File: src/inc/pief_cfg.svh
// Constants for the port latch, output-mode and edge-flag register block.
// Functional notes
// (RULE1) Falling edge on port-one pins 7..4 sets the matching pending flag.
// (RULE2) A pending flag holds until software writes zero; new edges keep it set.
// (RULE3) Edge flag bits 3..0 always read zero; writes to them do nothing.
// (RULE4) Port-two latch one drives high in push-pull, else floats; zero drives low.
// (RULE5) Port-three latch one drives high in push-pull, else floats; zero drives low.
// (RULE6) Port-two latch reaches pins only where the crossbar leaves them unclaimed.
// (RULE7) Reading a port data register returns the pin levels, regardless of routing.
// (RULE8) Port-two mode bit: zero open-drain, one push-pull.
// (RULE9) Port-three mode bit: zero open-drain, one push-pull.
// (RULE10) Pins not claimed by a peripheral are driven from their own latch bit.
// (RULE11) Read-modify-write accesses read the latch, not the pins.
`ifndef PIEF_CFG_SVH
`define PIEF_CFG_SVH
`define PIEF_ADDR_P2_DATA 8'ha0
`define PIEF_ADDR_P2_MODE 8'ha6
`define PIEF_ADDR_P3_MODE 8'ha7
`define PIEF_ADDR_P1_FLAGS 8'had
`define PIEF_ADDR_P3_DATA 8'hb0
`define PIEF_RST_DATA 8'hff
`define PIEF_RST_MODE 8'h00
`define PIEF_RST_FLAGS 8'h00
`define PIEF_FLAG_MASK 8'hf0
`define PIEF_FLAG_LSB 4
`endif

File: src/inc/pief_pkg.sv
// Types shared by the port I/O edge-flag block.
package pief_pkg;
  typedef logic [7:0] pief_byte_t;
  typedef struct packed {
    logic [7:0] p2_latch;
    logic [7:0] p3_latch;
    logic [7:0] p2_mode;
    logic [7:0] p3_mode;
    logic [3:0] flags;
    logic [3:0] p1_prev;
    logic [3:0] p1_s1;
    logic [3:0] p1_s2;
    logic [7:0] p2_s1;
    logic [7:0] p2_s2;
    logic [7:0] p3_s1;
    logic [7:0] p3_s2;
    logic [7:0] rdata;
    logic [7:0] p2_out;
    logic [7:0] p2_oe_n;
    logic [7:0] p3_out;
    logic [7:0] p3_oe_n;
  } pief_state_t;
endpackage

File: src/logic/pief_port_io.sv
// Port two/three latches, output modes and port-one falling-edge flags.
`timescale 1ns/10ps
`include "pief_cfg.svh"
module pief_port_io (
  // Clock and reset.
  input wire logic clk,
  input wire logic rst_n,
  // Special-function-register access.
  input wire logic sfr_wr,
  input wire logic sfr_rd,
  input wire logic sfr_rmw,
  input wire pief_pkg::pief_byte_t sfr_addr,
  input wire pief_pkg::pief_byte_t sfr_wdata,
  output pief_pkg::pief_byte_t sfr_rdata,
  // Crossbar claims and peripheral drive for port two.
  input wire pief_pkg::pief_byte_t p2_claim,
  input wire pief_pkg::pief_byte_t p2_periph_out,
  // Port one upper pins, inputs only here.
  input wire logic [3:0] p1_hi_in,
  // Port two pins.
  input wire pief_pkg::pief_byte_t p2_in,
  output pief_pkg::pief_byte_t p2_out,
  output pief_pkg::pief_byte_t p2_oe_n,
  // Port three pins.
  input wire pief_pkg::pief_byte_t p3_in,
  output pief_pkg::pief_byte_t p3_out,
  output pief_pkg::pief_byte_t p3_oe_n
);
  import pief_pkg::*;

  pief_state_t s_reg;
  pief_state_t s_next;

  //----------------------------------------------------------------
  // Helpers
  //----------------------------------------------------------------

  // Open-drain lets a one float; push-pull drives it. Zero always drives.
  function automatic pief_byte_t drive_oe_n(input pief_byte_t val,
                                            input pief_byte_t mode);
    drive_oe_n = val & ~mode;
  endfunction

  //----------------------------------------------------------------
  // Next-state logic
  //----------------------------------------------------------------

  // Pins are read through two flops since they are asynchronous to clk.
  always_comb begin
    pief_byte_t p2_val;
    logic [3:0] fall;
    s_next = s_reg;
    p2_val = 8'h00;
    fall = 4'h0;
    s_next.p1_s1 = p1_hi_in;
    s_next.p1_s2 = s_reg.p1_s1;
    s_next.p2_s1 = p2_in;
    s_next.p2_s2 = s_reg.p2_s1;
    s_next.p3_s1 = p3_in;
    s_next.p3_s2 = s_reg.p3_s1;
    s_next.p1_prev = s_reg.p1_s2;
    fall = s_reg.p1_prev & ~s_reg.p1_s2; // see (RULE1)
    if (sfr_wr) begin
      if (sfr_addr == `PIEF_ADDR_P2_DATA) begin
        s_next.p2_latch = sfr_wdata;
      end else if (sfr_addr == `PIEF_ADDR_P3_DATA) begin
        s_next.p3_latch = sfr_wdata;
      end else if (sfr_addr == `PIEF_ADDR_P2_MODE) begin
        s_next.p2_mode = sfr_wdata; // see (RULE8)
      end else if (sfr_addr == `PIEF_ADDR_P3_MODE) begin
        s_next.p3_mode = sfr_wdata; // see (RULE9)
      end else if (sfr_addr == `PIEF_ADDR_P1_FLAGS) begin
        // Only zeros clear; low nibble is dropped. see (RULE2) see (RULE3)
        s_next.flags = s_reg.flags & sfr_wdata[7:`PIEF_FLAG_LSB];
      end
    end
    // Edge set wins over a clear in the same cycle. see (RULE2)
    s_next.flags = s_next.flags | fall;
    // Read data: pins normally, latch for read-modify-write.
    s_next.rdata = 8'h00;
    if (sfr_rd) begin
      if (sfr_addr == `PIEF_ADDR_P2_DATA) begin
        s_next.rdata = sfr_rmw ? s_reg.p2_latch : s_reg.p2_s2; // see (RULE7) see (RULE11)
      end else if (sfr_addr == `PIEF_ADDR_P3_DATA) begin
        s_next.rdata = sfr_rmw ? s_reg.p3_latch : s_reg.p3_s2; // see (RULE7) see (RULE11)
      end else if (sfr_addr == `PIEF_ADDR_P2_MODE) begin
        s_next.rdata = s_reg.p2_mode;
      end else if (sfr_addr == `PIEF_ADDR_P3_MODE) begin
        s_next.rdata = s_reg.p3_mode;
      end else if (sfr_addr == `PIEF_ADDR_P1_FLAGS) begin
        s_next.rdata = {s_reg.flags, 4'h0}; // see (RULE3)
      end
    end
    // Crossbar claims override the latch on port two. see (RULE6) see (RULE10)
    p2_val = (p2_claim & p2_periph_out) | (~p2_claim & s_next.p2_latch);
    s_next.p2_out = 8'h00;
    s_next.p2_oe_n = drive_oe_n(p2_val, s_next.p2_mode); // see (RULE4)
    s_next.p3_out = 8'h00;
    s_next.p3_oe_n = drive_oe_n(s_next.p3_latch, s_next.p3_mode); // see (RULE5)
    // Driven pins carry the value; floating ones park at zero.
    s_next.p2_out = p2_val & ~s_next.p2_oe_n;
    s_next.p3_out = s_next.p3_latch & ~s_next.p3_oe_n;
  end

  //----------------------------------------------------------------
  // State register
  //----------------------------------------------------------------

  // Reset leaves ports high in open-drain, so every pin floats.
  always_ff @(posedge clk or negedge rst_n) begin
    if (!rst_n) begin
      s_reg <= '0;
      s_reg.p2_latch <= `PIEF_RST_DATA;
      s_reg.p3_latch <= `PIEF_RST_DATA;
      s_reg.p2_mode <= `PIEF_RST_MODE;
      s_reg.p3_mode <= `PIEF_RST_MODE;
      s_reg.flags <= 4'h0;
      s_reg.p1_prev <= 4'hf;
      s_reg.p1_s1 <= 4'hf;
      s_reg.p1_s2 <= 4'hf;
      s_reg.p2_oe_n <= 8'hff;
      s_reg.p3_oe_n <= 8'hff;
    end else begin
      s_reg <= s_next;
    end
  end

  assign sfr_rdata = s_reg.rdata;
  assign p2_out = s_reg.p2_out;
  assign p2_oe_n = s_reg.p2_oe_n;
  assign p3_out = s_reg.p3_out;
  assign p3_oe_n = s_reg.p3_oe_n;
endmodule

File: config.mk
export PLATFORM = sky130hd
export DESIGN_NAME = pief_port_io
export DESIGN_NICKNAME = d
export VERILOG_FILES = /design/src/inc/pief_pkg.sv /design/src/logic/pief_port_io.sv
export VERILOG_INCLUDE_DIRS = /design/src /design/src/inc
export SDC_FILE = /design/constraint.sdc
export NUM_CORES = 1
export LEC_CHECK = 0
export ABC_AREA = 1
export BUFFER_PORTS_ARGS = -buffer_cell sky130_fd_sc_hd__buf_2
export CORE_ASPECT_RATIO = 0.6
export CORE_MARGIN = 2
export CORE_UTILIZATION = 45
export DETAILED_ROUTE_END_ITERATION = 16
export PLACE_DENSITY = 0.69
export SETUP_SLACK_MARGIN = 0.15
export SLEW_MARGIN = 30
export SYNTH_ARGS = -nofsm -noshare
export SYNTH_HDL_FRONTEND = slang
export SYNTH_SLANG_ARGS = --single-unit
File: constraint.sdc
create_clock -name clk -period 0.95 [get_ports clk]
set_input_delay 0.095 -clock clk [delete_from_list [all_inputs] [get_ports clk]]
set_output_delay 0.095 -clock clk [all_outputs]
set_load 0.02 [all_outputs]
Yosys cells after proc, flatten, opt, wreduce, memory -nomap -nowiden --
Index checks and enable logic that the tools add are counted.
Storage, ports and cells: bits of input ports 57, word-level logic and storage cells 56, bits in registers 120, output and inout port bits 40
Cells by class: equal/unequal tests 5, bitwise operators 16, mux-type cells 18
Operators with widths (number):
- two-way mux 8 bit | 12
- AND 8 bit | 6
- equality test 8 bit, second input constant | 5
- NOT 8 bit | 5
- two-way mux 36 bit | 1
- two-way mux 28 bit | 1
- two-way mux 20 bit | 1
- two-way mux 12 bit | 1
- AND 4 bit | 2
- two-way mux 4 bit | 2
- bitwise OR 8 bit | 1
- NOT 4 bit | 1
- bitwise OR 4 bit | 1

Depth between registers and ports, before layout --
depth in word-level cells 12, gate-level depth with buffers 9, mapped depth without buffers 9

Worst setup path after synthesis --
Ideal clock, no wire load.
kind input to register, start point input sfr_addr[6], end point register s_reg (netlist bit p3_out[6]), buffers on the path 1, required time 826 ps, path slack -125 ps, cell stages on the path 9, library setup time 124 ps, arrival 952 ps, path through inv_1 -> nand2_2 -> nor2_2 -> nand2_4 -> nor2_8 -> buf_6 -> nand2_1 -> o21ai_2 -> a21oi_1
RTL lines:
- from (decl) | RTL line pief_port_io.sv:12 | input wire pief_pkg::pief_byte_t sfr_addr,
- to (signal assigned) | RTL line pief_port_io.sv:124 | s_reg <= s_next;
- to (decl) | RTL line pief_port_io.sv:31 | pief_state_t s_reg;

Worst setup path in the final report --
start point register, netlist name p3_oe_n[4], end point output p3_oe_n[4]
RTL lines:
- to (decl) | RTL line pief_port_io.sv:27 | output pief_pkg::pief_byte_t p3_oe_n
No word-level cell between the ends.

==> impl_metrics.toml <==
[run_status]
outcome = "finished with violations"
failed_checks = "negative hold slack, negative setup slack"

[placement]
gp_congestion = 0.907
dp_cells = 762
io_buffers = 96
dpl.hpwl_um = 9160
place_area_um2 = 6010

[power]
power.density_nw_per_um2 = 1690
totalPowerFinal_uw = 13100
vdd_drop_max_uv = 1330
p_leak_uw = 0.00378

[worst_setup_path]
crit_slowest_cell = "dfstp_2"
critPathLaunchType = "flop"
crit_path_end_kind = "primary output"
path_cells = "buf_6"
required_ns = 0.85
critPathMaxFanout = 1
crit_family = "flip-flops"
slowest_delay_ns = 0.54
crit_buf_inv = 1
critical_path_arrival_ns = 1.08
critPathKind = "reg2out"

[global_routing]
grt_usage_pct = 23.1
grt_max_degree = 45
antenna_found_initial = 0
grt_pass1_wl_um = 21200
grt-ovfl-total = 0
grt_pass1_vias = 4075

[drt]
firstDrtPassIters = 5
wl_um = 13500
vias_per_cell = 4.88
ant_nets = 0
vias = 4089
routedWlPerCell_um = 16.2
drtIter0Drc = 233
drcViolationCount = 0

[floorplanning]
die_area_um2 = 12400
rows = 30
core-area_um2 = 11300
die_y_um = 87.0
io_pins = 97
start_util_pct = 45.9
die_w_um = 142

[final_layout]
stdcell_area_um2 = 7800
fin_cells = 838
nFillCells = 799
largest_register_ffs = 56
syn2layout_area_growth_pct = 50.9
diodes = 0
layout.nets = 738
final_core_util_pct = 69.3
drive_gt1_share_pct = 56.8

[run]
drv_cap = 0

[synthesis]
ys.flop_type = "dfrtp_1"
synth_cell_types = 26
synth_edf_count = 0
ys_ff_latch = 120
ys_top_cells_by_area = "dfrtp_1 37%, dfstp_2 22%, nand2_1 7.0%, buf_4 6.0%, nor2_1 5.0%"
synthesis.area_um2 = 5170
synth-warning-count = 0
synthTopCellsByCount = "96 x nand2_1, 76 x dfrtp_1, 69 x nor2_1"
ys_seq_area_share_pct = 59.2
syn_inst = 532
synthArstFlopShare_pct = 100
yosys.area.top_type_share_pct = 36.8
yosysMostFrequentCell = "nand2_1"
yosysTopAreaCell = "dfrtp_1"
synth_nets = 589
avgSynthCellArea_um2 = 9.71

[sta]
skew_ns = 0.00950
rsz0062_at_grt = "yes"
post-route-worst-setup-slack_ns = -0.223
holdWs_ns = -0.0195
setup_viol = 50
hold_violations = 1
tightest_slew_ns = 0.314
fmaxAchievable_mhz = 853
slew_headroom_pct = 79.0
min_period_over_period_pct = 123
slew_violations = 0
period_needed_ns = 1.17

[clock_network]
cts_sinks = 120
cts_tree = "yes"
clockRootBuffer = "clkbuf_16"
clk_path_buf_depth = 2
clk_pin_slew_ns = 0.06
cts.hold.buffers_added = 27
htreeDepth = 4
clock_latency_ns = 0.42
numCtsBuffers = 17

[min_path]
hp-class = "in2reg"
## cell families after synthesis
| family | Yosys count | share of synthesized area (%) |
|---|---|---|
| and+or+nand+nor | 229 | 20.2 |
| DFF | 120 | 59.2 |
| buffers and inverters | 106 | 11.2 |
| AOI/OAI and AO/OA | 76 | 9.23 |
| muxes | 1 | 0.194 |
## worst paths after layout
check,start,endpoint,slack [ns],depth (start not counted)
min in group asynchronous,rst_n,s_next[43],0.08,2
max in group asynchronous,rst_n,s_reg[117],0.29,3
max,p3_oe_n[4],p3_oe_n[4],-0.22,1
max reg2reg,s_reg[116],sfr_rdata[4],-0.14,6
min reg2reg,s_next[62],s_reg[62],0.34,0
min,sfr_wdata[6],s_reg[86],-0.02,3
## metal layers
| metal | vias to the layer above | global-route usage (%) | wire length, um | share of wire [%] |
|---|---|---|---|---|
| met1 | 1986 | 33.9 | 6520 | 48 |
| li1 | 1944 | - | - | - |
| met5 | - | 0 | 0 | 0 |
| met3 | 14 | 6.27 | 883 | 6.5 |
| met2 | 145 | 34.2 | 6020 | 44 |
| met4 | 0 | 5.94 | 112 | 0.83 |
## timing repair
action,CTS,global route
endpoints found under the hold margin,108,1
gates cloned,0,2
resized for setup,177,73
buffers inserted,4,11
endpoints found under the setup margin,101,111
pin swaps,52,48
## power by group
part	switching, uW	internal, uW
clock	2530	3370
sequential	175	5470
combinational	856	741
total	3560	9580
## placed cells by master (no fill, tap or decap), drive strengths merged, types with 13 or more instances in the layout
master	netlist	routed
a21oi	13	13
buf	52	154
clkbuf	1	19
dfrtp	76	76
dfstp	44	44
dlygate4sd3	0	26
inv	53	59
nand2	108	108
nand3	32	32
nor2	74	74
o21ai	59	59
## per-stage QoR
stage / worst slack, ns / setup TNS, ns
after global placement: -0.474 / -22.24
after global routing: -0.238 / -7.13
after CTS: -0.228 / -5.69
after floorplan: -0.106 / -2.22
final: -0.223 / -5.32
after detailed placement: -0.463 / -24.32
## area by class of cell
type                            instances  area (um2)  share of cell area, %
Sequential cell                       120        3060                   39.2
Multi-Input combinational cell        306        2090                   26.8
Timing Repair Buffer                  183        1670                   21.4
Clock buffer                           17         425                   5.45
Inverter                               53         254                   3.26
Tap cell                              144         180                   2.31
Clock inverter                         15         118                   1.51
No activity file was read; power rests on OpenSTA's default activity.
